$ cat src/design/fds_cfg.svh
// Constants for the fan duty and standby sequencer
//
// Function
// - Count running hours separately per fan, only while that fan runs.
// - On first start, start the fan with the fewest hours.
// - Stopping or failure of a fan rotates the duty role to the other fan.
// - A running fan that fails raises a fault event and starts the standby.
// - No airflow within 10 s: stop fan, start standby, raise flow alarm.
// - Flow alarm is suppressed while the fan runs under emergency.
// - Open the damper first; start the fan only when all sections are open.
// - Fan not running within proving period: stop, close damper, alarm, rotate.
// - Damper not open within set timeout: drop open, close, drop start, alarm.
// - Emergency drives damper and fan together and ignores protective trips.
// - First stage starts fewest-hours fan; second stage starts the second fan.
// - Falling temperature stops most-hours fan first, then the other, with hysteresis.
// - Manual disables staging for that fan but stage alarms still report.
// - Selector in remote ignores local panel inputs.
// - Local normal: automatics off, stage alarms kept, local commands, interlocks on.
// - Local emergency bypasses trips but still reports protective alarms.
// - Maintenance switch keeps the fan disabled against every normal command.
// - Any emergency mode overrides all normal command paths.
// - A selected scenario is fully established within 3 minutes.
// - Equipment failure in an active scenario raises alarm; scenario continues.
// - Panel scenario pushbuttons start the scenario; adjacent-shaft action goes to network.
// - Priority: panel scenario, local emergency, station workstation, central workstation.
// - Panel scenario cancels workstation scenarios and blocks new selections.
// - Auto to manual keeps the current run state until a manual command.
`ifndef FDS_CFG_SVH
`define FDS_CFG_SVH

// ----------------------------------------
// Timing
// ----------------------------------------
`define FDS_CLK_HZ        125000000
`define FDS_TICK_S        1
`define FDS_FLOW_S        10
`define FDS_PROVE_S       5
`define FDS_SCEN_S        180
`define FDS_SEC_PER_HOUR  3600
`define FDS_DMP_TO_RST    8'h1E

// ----------------------------------------
// Register offsets
// ----------------------------------------
`define FDS_OFF_CTRL      8'h00
`define FDS_OFF_CMD       8'h04
`define FDS_OFF_DMPTO     8'h08
`define FDS_OFF_SETPT     8'h0C
`define FDS_OFF_HYST      8'h10
`define FDS_OFF_STATUS    8'h14
`define FDS_OFF_ALARM     8'h18
`define FDS_OFF_HOURS0    8'h1C
`define FDS_OFF_HOURS1    8'h20

// ----------------------------------------
// Field positions and reset values
// ----------------------------------------
`define FDS_CTRL_AUTO     0
`define FDS_CTRL_STN      4
`define FDS_CTRL_CEN      6
`define FDS_CMD_START     0
`define FDS_CMD_STOP      2
`define FDS_CMD_UNLOCK    4
`define FDS_CTRL_RST      8'h03
`define FDS_SETPT_RST     24'h1E0190
`define FDS_HYST_RST      12'h010

`endif

$ cat src/design/fds_pkg.sv
// Types for the fan duty and standby sequencer
package fds_pkg;

  typedef enum logic [2:0] {ST_IDLE, ST_OPEN, ST_PROVE, ST_RUN, ST_EMRG} fds_fan_state_type;

  typedef enum logic [1:0] {LOC_REMOTE, LOC_NORMAL, LOC_EMERG} fds_local_sel_type;

  typedef struct packed {
    logic       running;
    logic       flowOk;
    logic [1:0] damperOpen;
    logic       fault;
    logic       trip;
    logic       maint;
  } fds_fan_in_type;

  typedef struct packed {
    logic start;
    logic reverse;
    logic damperOpen;
    logic damperClose;
  } fds_fan_out_type;

endpackage

$ cat src/design/fds_sequencer.sv
// Duty and standby sequencer for a fan pair with dampers, modes and APB registers
`timescale 1ns/1ps
`include "fds_cfg.svh"

module fds_sequencer
  import fds_pkg::*;
#(
  parameter int TICK_CYCLES = `FDS_CLK_HZ * `FDS_TICK_S
) (
  // Clock and reset
  input  wire logic                    clk,
  input  wire logic                    rst,
  // APB slave
  input  wire logic [7:0]              paddr,
  input  wire logic                    psel,
  input  wire logic                    penable,
  input  wire logic                    pwrite,
  input  wire logic [31:0]             pwdata,
  output logic      [31:0]             prdata,
  output logic                         pready,
  output logic                         pslverr,
  // Field sensors and temperature
  input  wire fds_fan_in_type [1:0]    fanIn,
  input  wire logic [11:0]             tempIn,
  // Local switchboard and emergency panel
  input  wire fds_local_sel_type       localSel,
  input  wire logic [1:0]              localStartPb,
  input  wire logic [1:0]              localStopPb,
  input  wire logic                    panelScenarioSel,
  input  wire logic [1:0]              panelScenarioPb,
  // Field commands and events
  output fds_fan_out_type [1:0]        fanOut,
  output logic [1:0]                   faultEvent,
  output logic                         alarmOut,
  output logic [1:0]                   netScenario
);

  // ----------------------------------------
  // Derived counts
  // ----------------------------------------
  localparam logic [7:0]  FLOW_TICKS  = 8'(`FDS_FLOW_S / `FDS_TICK_S);
  localparam logic [7:0]  PROVE_TICKS = 8'(`FDS_PROVE_S / `FDS_TICK_S);
  localparam logic [7:0]  SCEN_TICKS  = 8'(`FDS_SCEN_S / `FDS_TICK_S);
  localparam logic [11:0] HOUR_TICKS  = 12'(`FDS_SEC_PER_HOUR / `FDS_TICK_S);

  // Scenario pattern: {reverse[1:0], run[1:0]}
  function automatic logic [3:0] scenPattern(input logic [1:0] code);
    case (code)
      2'h1:    scenPattern = 4'h3;
      2'h2:    scenPattern = 4'hF;
      2'h3:    scenPattern = 4'h1;
      default: scenPattern = 4'h0;
    endcase
  endfunction

  // ----------------------------------------
  // State
  // ----------------------------------------
  fds_fan_state_type st_reg [2];
  fds_fan_state_type st_next [2];
  logic [7:0]  cnt_reg [2];
  logic [7:0]  cnt_next [2];
  logic [11:0] secCnt_reg [2];
  logic [19:0] hours_reg [2];
  logic [1:0]  flowOk_reg, flowOk_next;
  logic [1:0]  locked_reg, locked_next;
  logic [1:0]  manRun_reg, locRun_reg;
  logic [1:0]  stage_reg, stage_next;
  logic        duty_reg;
  logic [7:0]  ctrl_reg;
  logic [7:0]  dmpTo_reg;
  logic [23:0] setpt_reg;
  logic [11:0] hyst_reg;
  logic [12:0] alarm_reg;
  logic [12:0] alarmSet;
  logic [7:0]  scenCnt_reg;
  logic [1:0]  scenCode_reg;
  logic [26:0] tickCnt_reg;
  logic        tick_reg;
  logic [1:0]  rotEvt, failEvt, stbyEvt;
  logic [31:0] prdata_reg;
  logic        pready_reg, pslverr_reg, alarmOut_reg;
  logic [1:0]  faultEvent_reg, netScenario_reg;
  fds_fan_out_type [1:0] fanOut_reg;

  // ----------------------------------------
  // APB decode
  // ----------------------------------------
  wire setupPh  = psel & ~penable;
  wire accessWr = psel & penable & pready_reg & pwrite & ~pslverr_reg;
  wire hitCtrl  = paddr == `FDS_OFF_CTRL;
  wire hitCmd   = paddr == `FDS_OFF_CMD;
  wire hitDmp   = paddr == `FDS_OFF_DMPTO;
  wire hitSet   = paddr == `FDS_OFF_SETPT;
  wire hitHyst  = paddr == `FDS_OFF_HYST;
  wire hitStat  = paddr == `FDS_OFF_STATUS;
  wire hitAlarm = paddr == `FDS_OFF_ALARM;
  wire hitHrs0  = paddr == `FDS_OFF_HOURS0;
  wire hitHrs1  = paddr == `FDS_OFF_HOURS1;
  wire addrHit  = hitCtrl | hitCmd | hitDmp | hitSet | hitHyst | hitStat | hitAlarm | hitHrs0 | hitHrs1;
  wire wrCtrl   = accessWr & hitCtrl;
  wire wrCmd    = accessWr & hitCmd;
  wire [1:0] cmdStart = wrCmd ? pwdata[`FDS_CMD_START +: 2] : 2'h0;
  wire [1:0] cmdStop  = wrCmd ? pwdata[`FDS_CMD_STOP +: 2] : 2'h0;
  wire       cmdUnlock = wrCmd & pwdata[`FDS_CMD_UNLOCK];
  wire [12:0] alarmClr = (accessWr & hitAlarm) ? pwdata[12:0] : 13'h0000;

  // ----------------------------------------
  // Mode arbitration
  // ----------------------------------------
  wire [1:0]  autoMode  = ctrl_reg[`FDS_CTRL_AUTO +: 2];
  wire [1:0]  stnCode   = ctrl_reg[`FDS_CTRL_STN +: 2];
  wire [1:0]  cenCode   = ctrl_reg[`FDS_CTRL_CEN +: 2];
  wire [1:0]  maint     = {fanIn[1].maint, fanIn[0].maint};
  wire        panelAct  = panelScenarioSel & (panelScenarioPb != 2'h0);
  wire        locEmerg  = localSel == LOC_EMERG;
  wire [1:0]  wsCode    = (stnCode != 2'h0) ? stnCode : cenCode;
  wire        wsAct     = wsCode != 2'h0;
  wire [1:0]  scenCode  = panelAct ? panelScenarioPb : wsCode;
  wire [3:0]  pattern   = scenPattern(scenCode);
  wire        emerg     = panelAct | locEmerg | wsAct;
  wire [1:0]  emWant    = (locEmerg & ~panelAct) ? locRun_reg : pattern[1:0];
  wire [1:0]  emRev     = (locEmerg & ~panelAct) ? 2'h0 : pattern[3:2];
  wire [1:0]  avail     = ~maint & ~locked_reg;
  wire        lowHrs    = hours_reg[1] < hours_reg[0];
  wire        lead      = avail[duty_reg] ? duty_reg : ~duty_reg;
  wire [1:0]  leadMask  = lead ? 2'h2 : 2'h1;
  // stage one lead, stage two both
  wire [1:0]  autoWant  = (stage_reg == 2'h2) ? 2'h3 : ((stage_reg == 2'h1) ? leadMask : 2'h0);
  wire [1:0]  remWant   = (autoMode & autoWant) | (~autoMode & manRun_reg);
  wire [1:0]  normWant  = (localSel == LOC_NORMAL) ? locRun_reg : remWant;
  wire [1:0]  want      = emerg ? (emWant & ~maint) : (normWant & avail);
  wire        scenDone  = ((st_reg[0] == ST_EMRG) | ~want[0]) & ((st_reg[1] == ST_EMRG) | ~want[1]);
  wire [11:0] sp1       = setpt_reg[11:0];
  wire [11:0] sp2       = setpt_reg[23:12];

  // ----------------------------------------
  // Temperature staging
  // ----------------------------------------
  // hysteresis on falling edges
  always_comb begin
    stage_next = stage_reg;
    case (stage_reg)
      2'h0: if (tempIn >= sp1) stage_next = 2'h1;
      2'h1: begin
        if (tempIn >= sp2) stage_next = 2'h2;
        else if ({1'b0, tempIn} + {1'b0, hyst_reg} < {1'b0, sp1}) stage_next = 2'h0;
      end
      2'h2: if ({1'b0, tempIn} + {1'b0, hyst_reg} < {1'b0, sp2}) stage_next = 2'h1;
      default: stage_next = 2'h0;
    endcase
  end

  // ----------------------------------------
  // Per-fan sequencing
  // ----------------------------------------
  always_comb begin
    alarmSet    = 13'h0000;
    rotEvt      = 2'h0;
    failEvt     = 2'h0;
    stbyEvt     = 2'h0;
    flowOk_next = flowOk_reg;
    locked_next = cmdUnlock ? 2'h0 : locked_reg;
    for (int i = 0; i < 2; i++) begin
      st_next[i]  = st_reg[i];
      cnt_next[i] = cnt_reg[i];
      case (st_reg[i])
        ST_IDLE: begin
          cnt_next[i] = 8'h00;
          flowOk_next[i] = 1'b0;
          if (want[i] & emerg) st_next[i] = ST_EMRG;
          else if (want[i]) st_next[i] = ST_OPEN;
        end
        ST_OPEN: begin
          if (!want[i] || emerg) begin
            st_next[i] = ST_IDLE;
          end else if (&fanIn[i].damperOpen) begin
            st_next[i]  = ST_PROVE;
            cnt_next[i] = 8'h00;
          end else if (tick_reg) begin
            cnt_next[i] = cnt_reg[i] + 8'h01;
            if (cnt_reg[i] + 8'h01 >= dmpTo_reg) begin
              st_next[i]      = ST_IDLE;
              alarmSet[6 + i] = 1'b1;
              locked_next[i]  = 1'b1;
            end
          end
        end
        ST_PROVE, ST_RUN: begin
          if (fanIn[i].flowOk) flowOk_next[i] = 1'b1;
          if (!want[i]) begin
            st_next[i] = ST_IDLE;
            rotEvt[i]  = st_reg[i] == ST_RUN;
          end else if (emerg) begin
            st_next[i] = ST_EMRG;
          end else if (fanIn[i].fault | fanIn[i].trip) begin
            st_next[i]     = ST_IDLE;
            alarmSet[i]    = 1'b1;
            failEvt[i]     = 1'b1;
            stbyEvt[i]     = 1'b1;
            rotEvt[i]      = 1'b1;
            locked_next[i] = 1'b1;
          end else if (st_reg[i] == ST_PROVE && fanIn[i].running) begin
            st_next[i]  = ST_RUN;
            cnt_next[i] = 8'h00;
          end else if (tick_reg && !flowOk_reg[i]) begin
            cnt_next[i] = cnt_reg[i] + 8'h01;
            if (st_reg[i] == ST_PROVE && cnt_reg[i] + 8'h01 >= PROVE_TICKS) begin
              st_next[i]      = ST_IDLE;
              alarmSet[4 + i] = 1'b1;
              rotEvt[i]       = 1'b1;
              locked_next[i]  = 1'b1;
            end else if (st_reg[i] == ST_RUN && cnt_reg[i] + 8'h01 >= FLOW_TICKS) begin
              st_next[i]      = ST_IDLE;
              alarmSet[2 + i] = 1'b1;
              stbyEvt[i]      = 1'b1;
              rotEvt[i]       = 1'b1;
              locked_next[i]  = 1'b1;
            end
          end
        end
        ST_EMRG: begin
          if (!want[i] || !emerg) begin
            st_next[i] = ST_IDLE;
            rotEvt[i]  = 1'b1;
          end
          if (fanIn[i].fault | fanIn[i].trip) alarmSet[8 + i] = 1'b1;
        end
        default: st_next[i] = ST_IDLE;
      endcase
    end
    alarmSet[11] = stage_reg != 2'h0;
    alarmSet[12] = stage_reg == 2'h2;
    alarmSet[10] = (panelAct | wsAct) & tick_reg & (scenCnt_reg == SCEN_TICKS) & ~scenDone;
  end

  // ----------------------------------------
  // Tick and hours
  // ----------------------------------------
  // tick from system clock
  always_ff @(posedge clk or posedge rst) begin
    if (rst) begin
      tickCnt_reg <= 27'h0000000;
      tick_reg    <= 1'b0;
    end else begin
      tick_reg    <= tickCnt_reg == 27'(TICK_CYCLES - 1);
      tickCnt_reg <= (tickCnt_reg == 27'(TICK_CYCLES - 1)) ? 27'h0000000 : tickCnt_reg + 27'h0000001;
    end
  end

  always_ff @(posedge clk or posedge rst) begin
    if (rst) begin
      for (int i = 0; i < 2; i++) begin
        secCnt_reg[i] <= 12'h000;
        hours_reg[i]  <= 20'h00000;
      end
    end else if (tick_reg) begin
      for (int i = 0; i < 2; i++) begin
        if (fanIn[i].running) begin
          secCnt_reg[i] <= (secCnt_reg[i] == HOUR_TICKS - 12'h001) ? 12'h000 : secCnt_reg[i] + 12'h001;
          if (secCnt_reg[i] == HOUR_TICKS - 12'h001) hours_reg[i] <= hours_reg[i] + 20'h00001;
        end
      end
    end
  end

  // ----------------------------------------
  // Sequencer state
  // ----------------------------------------
  always_ff @(posedge clk or posedge rst) begin
    if (rst) begin
      st_reg[0]  <= ST_IDLE;
      st_reg[1]  <= ST_IDLE;
      cnt_reg[0] <= 8'h00;
      cnt_reg[1] <= 8'h00;
      flowOk_reg <= 2'h0;
      locked_reg <= 2'h0;
      stage_reg  <= 2'h0;
      alarm_reg  <= 13'h0000;
    end else begin
      st_reg     <= st_next;
      cnt_reg    <= cnt_next;
      flowOk_reg <= flowOk_next;
      locked_reg <= locked_next;
      stage_reg  <= stage_next;
      alarm_reg  <= (alarm_reg & ~alarmClr) | alarmSet;
    end
  end

  always_ff @(posedge clk or posedge rst) begin
    if (rst) duty_reg <= 1'b0;
    else if (|rotEvt) duty_reg <= rotEvt[0];
    else if (stage_reg != 2'h1 && stage_next == 2'h1) duty_reg <= lowHrs;
  end

  always_ff @(posedge clk or posedge rst) begin
    if (rst) begin
      manRun_reg <= 2'h0;
    end else begin
      for (int i = 0; i < 2; i++) begin
        if (wrCtrl && autoMode[i] && !pwdata[`FDS_CTRL_AUTO + i]) manRun_reg[i] <= st_reg[i] != ST_IDLE;
        else if (cmdStop[i] || stbyEvt[i]) manRun_reg[i] <= 1'b0;
        else if (cmdStart[i] || stbyEvt[1 - i]) manRun_reg[i] <= 1'b1;
      end
    end
  end

  always_ff @(posedge clk or posedge rst) begin
    if (rst) begin
      locRun_reg <= 2'h0;
    end else if (localSel == LOC_REMOTE) begin
      locRun_reg <= 2'h0;
    end else begin
      for (int i = 0; i < 2; i++) begin
        if (localStopPb[i] || (stbyEvt[i] && !locEmerg)) locRun_reg[i] <= 1'b0;
        else if (localStartPb[i] || (stbyEvt[1 - i] && !locEmerg)) locRun_reg[i] <= 1'b1;
      end
    end
  end

  always_ff @(posedge clk or posedge rst) begin
    if (rst) begin
      scenCnt_reg  <= 8'h00;
      scenCode_reg <= 2'h0;
    end else begin
      scenCode_reg <= scenCode;
      if (scenCode != scenCode_reg || !(panelAct | wsAct)) scenCnt_reg <= 8'h00;
      else if (tick_reg && scenCnt_reg != SCEN_TICKS) scenCnt_reg <= scenCnt_reg + 8'h01;
    end
  end

  // ----------------------------------------
  // Software registers
  // ----------------------------------------
  always_ff @(posedge clk or posedge rst) begin
    if (rst) begin
      ctrl_reg  <= `FDS_CTRL_RST;
      dmpTo_reg <= `FDS_DMP_TO_RST;
      setpt_reg <= `FDS_SETPT_RST;
      hyst_reg  <= `FDS_HYST_RST;
    end else begin
      if (wrCtrl) ctrl_reg <= pwdata[7:0];
      if (panelAct) ctrl_reg[7:4] <= 4'h0;
      if (accessWr && hitDmp) dmpTo_reg <= pwdata[7:0];
      if (accessWr && hitSet) setpt_reg <= pwdata[23:0];
      if (accessWr && hitHyst) hyst_reg <= pwdata[11:0];
    end
  end

  wire [31:0] statusWord = {14'h0000, locked_reg, maint, panelAct, locEmerg, emerg, duty_reg,
                            stage_reg, 2'h0, st_reg[1], st_reg[0]};
  wire [31:0] rdMux = hitCtrl  ? {24'h000000, ctrl_reg} :
                      hitDmp   ? {24'h000000, dmpTo_reg} :
                      hitSet   ? {8'h00, setpt_reg} :
                      hitHyst  ? {20'h00000, hyst_reg} :
                      hitStat  ? statusWord :
                      hitAlarm ? {19'h00000, alarm_reg} :
                      hitHrs0  ? {12'h000, hours_reg[0]} :
                      hitHrs1  ? {12'h000, hours_reg[1]} : 32'h00000000;

  always_ff @(posedge clk or posedge rst) begin
    if (rst) begin
      prdata_reg  <= 32'h00000000;
      pready_reg  <= 1'b0;
      pslverr_reg <= 1'b0;
    end else begin
      pready_reg  <= setupPh;
      pslverr_reg <= setupPh & ~addrHit;
      if (setupPh) prdata_reg <= pwrite ? 32'h00000000 : rdMux;
    end
  end

  // ----------------------------------------
  // Field outputs
  // ----------------------------------------
  always_ff @(posedge clk or posedge rst) begin
    if (rst) begin
      fanOut_reg      <= '0;
      faultEvent_reg  <= 2'h0;
      alarmOut_reg    <= 1'b0;
      netScenario_reg <= 2'h0;
    end else begin
      for (int i = 0; i < 2; i++) begin
        fanOut_reg[i].start       <= st_next[i] inside {ST_PROVE, ST_RUN, ST_EMRG};
        fanOut_reg[i].damperOpen  <= st_next[i] != ST_IDLE;
        fanOut_reg[i].damperClose <= st_next[i] == ST_IDLE;
        fanOut_reg[i].reverse     <= (st_next[i] == ST_EMRG) & emRev[i];
      end
      faultEvent_reg  <= failEvt;
      alarmOut_reg    <= |alarm_reg[10:0];
      netScenario_reg <= panelAct ? panelScenarioPb : 2'h0;
    end
  end

  assign prdata      = prdata_reg;
  assign pready      = pready_reg;
  assign pslverr     = pslverr_reg;
  assign fanOut      = fanOut_reg;
  assign faultEvent  = faultEvent_reg;
  assign alarmOut    = alarmOut_reg;
  assign netScenario = netScenario_reg;

endmodule

$ cat config.mk
export PLATFORM = sky130hd
export DESIGN_NAME = fds_sequencer
export DESIGN_NICKNAME = d
export VERILOG_FILES = /design/src/design/fds_pkg.sv /design/src/design/fds_sequencer.sv
export VERILOG_INCLUDE_DIRS = /design/src /design/src/design
export SDC_FILE = /design/constraint.sdc
export NUM_CORES = 1
export LEC_CHECK = 0
export BUFFER_PORTS_ARGS = -buffer_cell sky130_fd_sc_hd__buf_4
export CORE_MARGIN = 3
export CORE_UTILIZATION = 53
export DETAILED_ROUTE_END_ITERATION = 12
export GPL_TIMING_DRIVEN = 0
export HOLD_SLACK_MARGIN = 0.02
export PLACE_DENSITY = 0.83
export SYNTH_ARGS = -nofsm -noshare
export SYNTH_HDL_FRONTEND = slang
export SYNTH_SLANG_ARGS = --single-unit
$ cat constraint.sdc
create_clock -name clk -period 10.49 [get_ports clk]
set_clock_uncertainty 0.1 [all_clocks]
set_input_delay 1.049 -clock clk [delete_from_list [all_inputs] [get_ports clk]]
set_output_delay 1.049 -clock clk [all_outputs]
set_load 0.1 [all_outputs]
==> results of run 1 <==
==> stage by stage <==
| stage | hold WS, ps | area, um2 | worst slack [ps] |
|---|---|---|---|
| CTS | 374 | 16300 | 6390 |
| finish | 375 | 16300 | 6350 |
| global route | 400 | 16300 | 6170 |
| global placement | 354 | 15300 | 305 |
| floorplan | 338 | 14100 | 2800 |
| detailed placement | 361 | 15400 | 5820 |
==> cell usage after synthesis, types with 9 or more instances <==
master	number	area share, %
o22ai_1	9	0.40
a21oi_1	41	1.5
a221oi_1	11	0.68
inv_1	82	2.2
o21ai_0	111	3.9
a22oi_1	14	0.75
a21o_1	34	1.8
a211oi_1	12	0.64
a22o_1	15	0.93
ha_1	110	9.8
dfrtp_1	225	40
nand2b_1	32	1.4
xnor2_1	77	4.8
o21a_1	13	0.69
nor2b_1	21	0.93
nand3_1	55	2.0
dfstp_2	14	2.6
nor3_1	33	1.2
nand2_1	185	4.9
o21ai_1	13	0.46
nand4_1	29	1.3
mux2_2	24	1.9
xor2_1	32	2.0
and3_1	18	0.80
clkbuf_1	32	0.85
nor2_1	120	3.2
==> final cells by class <==
class	instances	area, um2
clock buffer	35	756
multi-input combinational	1148	7600
buffer	44	196
timing repair buffer	110	846
tap	335	419
fill	2181	9770
sequential	239	6000
inverter	82	315
clock inverter	15	164
==> layer usage <==
| metal | GRT usage (%) | routed length, um | vias up | part of all wire [%] |
|---|---|---|---|---|
| met5 | 0 | 0 | - | 0 |
| li1 | - | - | 5618 | - |
| met4 | 8.47 | 1310 | 0 | 3.4 |
| met1 | 37.1 | 16200 | 5862 | 42 |
| met3 | 4.93 | 3160 | 107 | 8.2 |
| met2 | 43.0 | 18100 | 512 | 47 |
==> how the worst max path moves through the flow <==
stage	slack [ps]	cells past startpoint	end
CTS	6390	18	duty_reg$_DFFE_PP0P_
global placement	310	2	alarmOut$_DFF_PP0_
global route	6170	18	duty_reg$_DFFE_PP0P_
detailed placement	5820	18	duty_reg$_DFFE_PP0P_
floorplan	2800	1	alarmOut$_DFF_PP0_
finish	6350	18	duty_reg$_DFFE_PP0P_
==> worst reg2reg max path, stage by stage, from the launching register on <==
cell,delay [ps]
dfrtp_1,410
ha_1,200
inv_1,60
fa_1,400
nor2b_1,160
o31a_1,190
o21a_1,120
nor2_1,40
xnor2_1,250
ha_1,300
a21o_1,160
a211oi_1,340
o211ai_1,170
nand2_1,120
a31o_2,180
o211a_1,210
mux2i_1,350
a31o_1,190
==> power groups by stage <==
stage	clock, W	sequential (W)	combinational, W
final	0.000964	0.000941	0.000187
after CTS	0.000976	0.000941	0.000186
after global routing	0.00102	0.000942	0.000202
after detailed placement	0	0.000957	0.000185
after global placement	0	0.000957	0.000181
after floorplan	0	0.000985	0.0000882
==> cells by family after synthesis <==
family	Yosys count	synth area share [%]
simple gates	550	18.8
compound gates	339	15.9
flops	239	42.6
buf+inv	126	3.58
fa+ha+maj	111	9.92
xor+xnor	109	6.78
mux	31	2.42
other cells	1	0.0266
==> impl_metrics.py, run 1 <==
metrics = {
    "sta": {
        "hold_violations": 0,
        "period_share_pct": 39.4,
        "slew_headroom_pct": 23.1,
        "final.setup.tns_ps": 0,
        "worstMarginPinSlew_ps": 1140,
        "rsz0062_at_grt": "no",
        "final-setup-viol-count": 0,
        "fin_crit_ps": 4140,
        "slew_violations": 0,
        "fmax_ghz": 0.242,
    },
    "floorplan": {
        "die_w_um": 169,
        "die_area_um2": 28500,
        "dieHeight_um": 169,
        "start_util_pct": 54.0,
        "io_pins": 127,
        "num_rows": 59,
        "core_um2": 26100,
    },
    "clocking": {
        "cts_tree": "yes",
        "htreeDepth": 1,
        "cts_setup_buffers": 0,
        "cts_buffers": 27,
        "path_clk_slew_ps": 70,
        "cts-resized-gates": 0,
        "cts.sinks": 239,
        "clk_path_buf_depth": 3,
        "clockRootBuffer": "clkbuf_16",
        "insertion_delay_ps": 560,
        "ctsHoldBuffers": 0,
    },
    "detailed_routing": {
        "drt_iter0_markers": 1185,
        "drt_wl_total_mm": 38.7,
        "first_pass_iters": 6,
        "vias": 12099,
        "wl_per_cell_um": 19.3,
        "drc": 0,
        "postRouteAntennaNets": 0,
        "via_per_inst": 6.03,
    },
    "yosys": {
        "yosysSeqAreaShare_pct": 42.6,
        "synth_warnings": 0,
        "synth_area_um2": 14100,
        "synth_cells": 1506,
        "synth_cell_types": 80,
        "async_flop_share_pct": 100,
        "syn_area_per_cell_um2": 9.34,
        "synth_edf_count": 0,
        "synth_seq_cells": 239,
        "synthFlopType": "dfrtp_1",
    },
    "grt": {
        "grt_overflow_total": 0,
        "grt_pass1_wl_mm": 62.5,
        "grt_pass1_vias": 11868,
        "grt_max_degree": 125,
        "antenna_found_initial": 0,
        "track_usage_pct": 26.8,
    },
    "setup_path": {
        "r2r_end": "duty_reg$_DFFE_PP0P_",
        "critical_path_class": "in2reg",
        "critPathLaunchType": "input pin",
        "cp_slowest_stage_delay_ps": 400,
        "critPathRequiredTime_ps": 10890,
        "cpMaxStageDelayCell": "fa_1",
        "startpoint": "tempIn[0]",
        "r2r-start": "hyst_reg[0]$_DFFE_PP0P_",
        "critPathTopFamily": "compound AO/OA/AOI/OAI gates",
        "crit_chain": "buf_4 -> ha_1 -> inv_1 -> fa_1 -> nor2b_1 -> o31a_1 -> o21a_1 -> nor2_1 -> xnor2_1 -> ha_1 -> a21o_1 -> a211oi_1 -> o211ai_1 -> nand2_1 -> a31o_2 -> o211a_1 -> mux2i_1 -> a31o_1",
        "critical_path_arrival_ps": 4540,
        "cp_common_cell": "ha_1",
        "crit_buf_inv": 2,
        "cp_max_fo": 3,
        "reg2reg_slack_ps": 6490,
        "reg2reg_depth": 17,
        "endpoint_kind": "register",
    },
    "power_and_ir_drop": {
        "switching_power_w": 0.000540,
        "p_int_w": 0.00155,
        "power_density_nw_per_um2": 128,
        "p_leak_nw": 7.96,
        "clkPwrFrac_pct": 46.1,
        "swShare_pct": 25.8,
        "p_comb_share_pct": 9.0,
        "ir_drop_mv": 0.124,
        "total_power_w": 0.00209,
        "seq_power_share_pct": 45.0,
    },
    "placement": {
        "dpl.hpwl_mm": 29.6,
        "routabilityCongestion": 0.960,
        "port-buffer-count": 109,
        "dp_cells": 1958,
    },
    "hold_path": {
        "holdPathEnd": "tickCnt_reg[4]$_DFF_PP0_",
        "hp-start": "tickCnt_reg[4]$_DFF_PP0_",
        "hp-class": "reg2reg",
        "min_path_cells": 1,
    },
    "layout": {
        "largest_register_ffs": 40,
        "syn2layout_area_growth_pct": 15.8,
        "mostFrequentLayoutCells": "225 x dfrtp_1, 185 x nand2_1, 120 x nor2_1",
        "fin_util_pct": 62.5,
        "nNetsFinal": 1843,
        "antennaDiodeCount": 0,
        "finalNonFillerCells": 2008,
        "mostFrequentLayoutCell": "dfrtp_1",
        "drive_gt1_share_pct": 13.3,
    },
    "status": {
        "status": "finished, final reports clean",
    },
    "flow_run": {
        "maxCapViolations": 0,
    },
}
Power figures use the tool's default switching activity.
==> inputs of run 2 (changes only) <==
- clock period: 10.49 -> 4 ns (I/O delays scaled with it)
==> run 2 against run 1 <==
Against the previous run: critical path depth fell by 2; final area is 1.4% higher; first-iteration DRC count shrank 14%; setup slack worse by 6200 ps; flip-flop and latch count is the same; count of clock-buffer cells in the layout decreased by 1; die area stayed put; sequential share of layout area fell by 0.52 points; final cell count is 1.1% higher; sequential power rose to 2.6 times the previous value; critical path type is now reg2reg.
==> impl_metrics.py, run 2 (synthesized netlist as in run 1, its figures left out) <==
metrics = {
    "layout": {
        "mostFrequentLayoutCell": "dfrtp_1",
        "fin_util_pct": 63.4,
        "nNetsFinal": 1868,
        "fin_area_um2": 16500,
        "multi_input_area_um2": 7620,
        "finalNonFillerCells": 2031,
        "syn2layout_area_growth_pct": 17.4,
        "fillers": 2108,
        "drive_gt1_share_pct": 13.5,
        "antennaDiodeCount": 0,
        "mostFrequentLayoutCells": "225 x dfrtp_1, 185 x nand2_1, 121 x buf_4",
        "seqCellArea_um2": 6000,
        "largest_register_ffs": 40,
    },
    "detailed_routing": {
        "drt_iter0_markers": 1014,
        "drc": 0,
        "via_per_inst": 6.00,
        "vias": 12177,
        "drt_wl_total_mm": 38.7,
        "wl_per_cell_um": 19.1,
        "dr_wl_met3_mm": 3.19,
        "met2WireLength_mm": 18.2,
        "top_layer": "met4",
        "postRouteAntennaNets": 0,
        "first_pass_iters": 5,
        "wl_met1_mm": 16.1,
    },
    "hold_path": {
        "hp-class": "in2reg",
    },
    "setup_path": {
        "cp_slowest_stage_delay_ps": 390,
        "critical_path_class": "reg2reg",
        "critPathLaunchType": "register",
        "critical_path_arrival_ps": 4240,
        "cpMaxStageDelayCell": "dfrtp_1",
        "critPathRequiredTime_ps": 4370,
        "cp_max_fo": 3,
        "crit_chain": "ha_1 -> inv_1 -> fa_2 -> nor2b_2 -> o31a_1 -> o32a_1 -> a21o_1 -> a21oi_1 -> xnor2_1 -> ha_1 -> a21o_1 -> a21oi_1 -> a31o_2 -> o211a_1 -> mux2i_2 -> a31o_1",
        "endpoint_kind": "register",
    },
    "sta": {
        "fmax_ghz": 0.258,
        "final-setup-viol-count": 0,
        "slew_violations": 0,
        "setup_ws_ps": 128,
        "period_share_pct": 96.8,
        "worstMarginPinSlew_ps": 1150,
        "hold_violations": 0,
        "slew_headroom_pct": 22.1,
        "fin_crit_ps": 3870,
    },
    "floorplan": {
        "core_um2": 26100,
        "num_rows": 59,
        "die_area_um2": 28500,
        "io_pins": 127,
        "start_util_pct": 54.0,
        "die_w_um": 169,
        "dieHeight_um": 169,
    },
    "grt": {
        "grt_pass1_wl_mm": 62.1,
        "antenna_found_initial": 0,
        "grt_max_degree": 45,
        "grt_overflow_total": 0,
        "grt_pass1_vias": 12066,
        "track_usage_pct": 26.7,
    },
    "power_and_ir_drop": {
        "p_comb_share_pct": 9.6,
        "power_density_nw_per_um2": 327,
        "total_power_w": 0.00540,
        "p_int_w": 0.00405,
        "switching_power_w": 0.00136,
        "swShare_pct": 25.1,
        "p_leak_nw": 8.07,
        "ir_drop_mv": 0.460,
        "clkPwrFrac_pct": 44.7,
        "seq_power_share_pct": 45.7,
    },
    "clocking": {
        "insertion_delay_ps": 540,
        "cts_tree": "yes",
        "htreeDepth": 1,
        "path_clk_slew_ps": 60,
        "clk_path_buf_depth": 3,
        "cts_buffers": 26,
        "cts.sinks": 239,
        "clockRootBuffer": "clkbuf_16",
    },
    "placement": {
        "placed_area_um2": 15400,
        "port-buffer-count": 109,
        "dp_cells": 1962,
        "dpl.hpwl_mm": 29.6,
        "routabilityCongestion": 0.982,
        "dp_worst_setup_slack_ps": -131,
    },
    "flow_run": {
        "maxCapViolations": 0,
    },
    "status": {
        "status": "finished, final reports clean",
    },
}
run 2: area by class of cell:
type	instances	area share, %
clock buffers	34	4.24
flip-flops and latches	239	36.3
plain buffers	44	1.19
repair buffers	136	6.83
multi-input cells	1148	46.1
well taps	335	2.54
clock inverters	13	0.931
inverters	82	1.89
run 2: worst max-delay path, delay by kind of cell (launching register included):
family,cells,cell delay [ps]
multiplexers,1,320
adder cells (fa/ha/maj),3,710
AO/OA/AOI/OAI,9,1990
AND/OR/NAND/NOR,1,50
XOR/XNOR,1,180
flip-flops,1,390
buffers and inverters,1,70
run 2: metal layers:
metal,vias to the layer above,global-route usage [%]
li1,5660,-
met4,0,7.97
met5,-,0
met1,5923,36.0
met2,511,44.6
met3,83,4.16
run 2: through the flow:
step | hold WS [ps] | setup TNS, ps
floorplan | 338 | 0
global placement | 355 | -211930
detailed placement | 366 | -131
CTS | 20.6 | 0
global route | 33.5 | -2.66
finish | 38.2 | 0
run 2: power groups by stage:
stage          clock [W]  sequential [W]  combinational [W]
2_1_floorplan          0         0.00258           0.000232
3_3_place_gp           0         0.00251           0.000474
3_5_place_dp           0         0.00251           0.000495
4_1_cts          0.00245         0.00247           0.000513
5_1_grt          0.00255         0.00247           0.000558
6_report         0.00241         0.00247           0.000520
run 2: worst paths after layout:
path	slack [ps]	to	cells past startpoint	startpoint
max	130	duty_reg$_DFFE_PP0P_	16	hyst_reg[0]$_DFFE_PP0P_
min	40	netScenario[0]$_DFF_PP0_	2	panelScenarioSel
max reg2reg	130	duty_reg$_DFFE_PP0P_	16	hyst_reg[0]$_DFFE_PP0P_
min reg2reg	380	tickCnt_reg[4]$_DFF_PP0_	1	tickCnt_reg[4]$_DFF_PP0_
max in group asynchronous	2310	setpt_reg[4]$_DFFE_PP1P_	5	rst
min in group asynchronous	460	secCnt_reg[5]$_DFFE_PP0P_	3	rst
run 2: timing repair:
action,4_1_cts,5_1_grt
resized for setup,2,3
buffers inserted,0,4
hold buffers,18,0
pin swaps,0,3
hold endpoints to repair,44,0
setup endpoints to repair,1,1
==> inputs of run 3 (changes only) <==
- HOLD_SLACK_MARGIN: 0.02 -> 0.05
==> run 3 against run 2 <==
Against the previous run: core utilization increased by 0.40 points; sequential share of layout area decreased by 0.22 points; count of clock-buffer cells in the layout unchanged; final area increased by 0.63%; flip-flop and latch count unchanged; sequential power about the same; global-route usage increased by 0.31 points.
==> impl_metrics.py, run 3 (synthesized netlist as in run 1, its figures left out) <==
metrics = {
    "status": {
        "status": "finished, final reports clean",
    },
    "grt": {
        "grt_pass1_vias": 12190,
        "antenna_found_initial": 0,
        "track_usage_pct": 27.0,
        "grt_pass1_wl_mm": 62.8,
        "grt_overflow_total": 0,
        "grt_max_degree": 45,
    },
    "clocking": {
        "cts_tree": "yes",
        "path_clk_slew_ps": 60,
        "clk_path_buf_depth": 3,
        "cts_buffers": 26,
        "htreeDepth": 1,
        "clockRootBuffer": "clkbuf_16",
        "insertion_delay_ps": 540,
        "cts.sinks": 239,
    },
    "sta": {
        "period_share_pct": 97.2,
        "fmax_ghz": 0.257,
        "fin_crit_ps": 3890,
        "hold-worst-slack_ps": 91.5,
        "final-setup-viol-count": 0,
        "slew_violations": 0,
        "hold_violations": 0,
        "slew_headroom_pct": 20.3,
        "worstMarginPinSlew_ps": 1180,
    },
    "layout": {
        "drive_gt1_share_pct": 13.4,
        "multi_input_area_um2": 7620,
        "mostFrequentLayoutCell": "dfrtp_1",
        "mostFrequentLayoutCells": "224 x dfrtp_1, 185 x nand2_1, 120 x nor2_1, 120 x buf_4, 111 x o21ai_0",
        "syn2layout_area_growth_pct": 18.2,
        "fillers": 2087,
        "antennaDiodeCount": 0,
        "nNetsFinal": 1878,
        "seqCellArea_um2": 6000,
        "largest_register_ffs": 40,
    },
    "setup_path": {
        "crit_cells": 16,
        "crit_buf_inv": 1,
        "critical_path_arrival_ps": 4260,
        "critPathRequiredTime_ps": 4370,
        "crit_chain": "ha_1 -> inv_1 -> fa_2 -> nor2b_2 -> o31a_1 -> o32a_1 -> a21o_1 -> a21oi_1 -> xnor2_1 -> ha_1 -> a21o_1 -> a21oi_1 -> a31o_2 -> o211a_1 -> mux2i_2 -> a31o_1",
        "reg2reg_depth": 16,
        "cp_slowest_stage_delay_ps": 390,
        "cp-endpoint": "duty_reg$_DFFE_PP0P_",
        "r2r-start": "hyst_reg[0]$_DFFE_PP0P_",
        "reg2reg_slack_ps": 110,
        "critPathLaunchType": "register",
        "cp_max_fo": 3,
        "r2r_end": "duty_reg$_DFFE_PP0P_",
        "cpMaxStageDelayCell": "dfrtp_1",
        "startpoint": "hyst_reg[0]$_DFFE_PP0P_",
        "endpoint_kind": "register",
        "critical_path_class": "reg2reg",
        "critPathTopFamily": "compound AO/OA/AOI/OAI gates",
    },
    "detailed_routing": {
        "first_pass_iters": 6,
        "drt_wl_total_mm": 39.2,
        "drt_iter0_markers": 1203,
        "drc": 0,
        "via_per_inst": 6.05,
        "vias": 12344,
        "wl_per_cell_um": 19.2,
        "postRouteAntennaNets": 0,
    },
    "power_and_ir_drop": {
        "total_power_w": 0.00541,
        "ir_drop_mv": 0.459,
        "power_density_nw_per_um2": 325,
        "p_leak_nw": 8.11,
    },
    "floorplan": {
        "dieHeight_um": 169,
        "start_util_pct": 54.0,
        "io_pins": 127,
        "die_area_um2": 28500,
        "num_rows": 59,
        "core_um2": 26100,
        "die_w_um": 169,
    },
    "placement": {
        "port-buffer-count": 109,
        "dpl.hpwl_mm": 29.6,
        "routabilityCongestion": 0.982,
    },
    "flow_run": {
        "maxCapViolations": 0,
    },
    "hold_path": {
        "hp-class": "in2reg",
    },
}
==> run 3: changes by cell type in the layout (fill, tap and decap cells not counted), sizes merged <==
| cell | before | now |
|---|---|---|
| dlygate4sd3 | 18 | 29 |
| buf | 130 | 129 |
==> run 3: where the power goes <==
group	internal (W)	total (W)	switching, W
clock network	0.00143	0.00241	0.000985
registers	0.00245	0.00247	0.0000225
logic	0.000178	0.000531	0.000353
==> run 3: worst min path at each step <==
stage	depth (start not counted)	start	to
after global placement	1	tickCnt_reg[4]$_DFF_PP0_	tickCnt_reg[4]$_DFF_PP0_
after global routing	3	pwdata[1]	dmpTo_reg[1]$_DFFE_PP1P_
after detailed placement	1	tickCnt_reg[4]$_DFF_PP0_	tickCnt_reg[4]$_DFF_PP0_
final	3	pwdata[1]	dmpTo_reg[1]$_DFFE_PP1P_
after CTS	3	pwdata[1]	dmpTo_reg[1]$_DFFE_PP1P_
after floorplan	1	tickCnt_reg[4]$_DFF_PP0_	tickCnt_reg[4]$_DFF_PP0_
==> run 3: layout make-up <==
cell class	instances	area share, %
Buffer	44	1.18
Multi-Input combinational cell	1148	45.8
Sequential cell	239	36.1
Clock buffer	34	4.21
Clock inverter	13	0.925
Timing Repair Buffer	146	7.40
Inverter	82	1.87
Tap cell	335	2.52
==> run 3: worst register-to-register path, stage by stage (launching register included) <==
cell     delay (ps)
dfrtp_1         390
ha_1            210
inv_1            80
fa_2            220
nor2b_2          50
o31a_1          340
o32a_1          360
a21o_1          190
a21oi_1         170
xnor2_1         170
ha_1            280
a21o_1          160
a21oi_1         180
a31o_2          200
o211a_1         210
mux2i_2         330
a31o_1          200
==> run 3: what timing repair did <==
action,CTS,global route
gates resized for setup,2,4
setup endpoints to repair,1,1
buffers inserted,0,3
hold endpoints to repair,57,0
pin swaps,0,3
hold buffers,29,0
==> run 3: through the flow <==
step           util (%)  area (um2)  setup slack, ps  std cells  setup TNS (ps)
2_1_floorplan         -       14100              378       1513               0
3_3_place_gp       58.9       15300             -956       1957         -211930
3_5_place_dp       59.3       15400             -131       1962            -131
4_1_cts            63.7       16600             30.4       2038               0
5_1_grt            63.8       16600            -1.08       2041           -1.08
6_report           63.8       16600              112       2041               0
==> run 3: layer usage <==
layer  GRT usage, %  part of all wire, %  up-vias
met5              0                    0        -
li1               -                    -     5686
met1           36.4                   41     6027
met3           4.13                  8.2       97
met2           44.9                   47      534
met4           8.72                  3.6        0
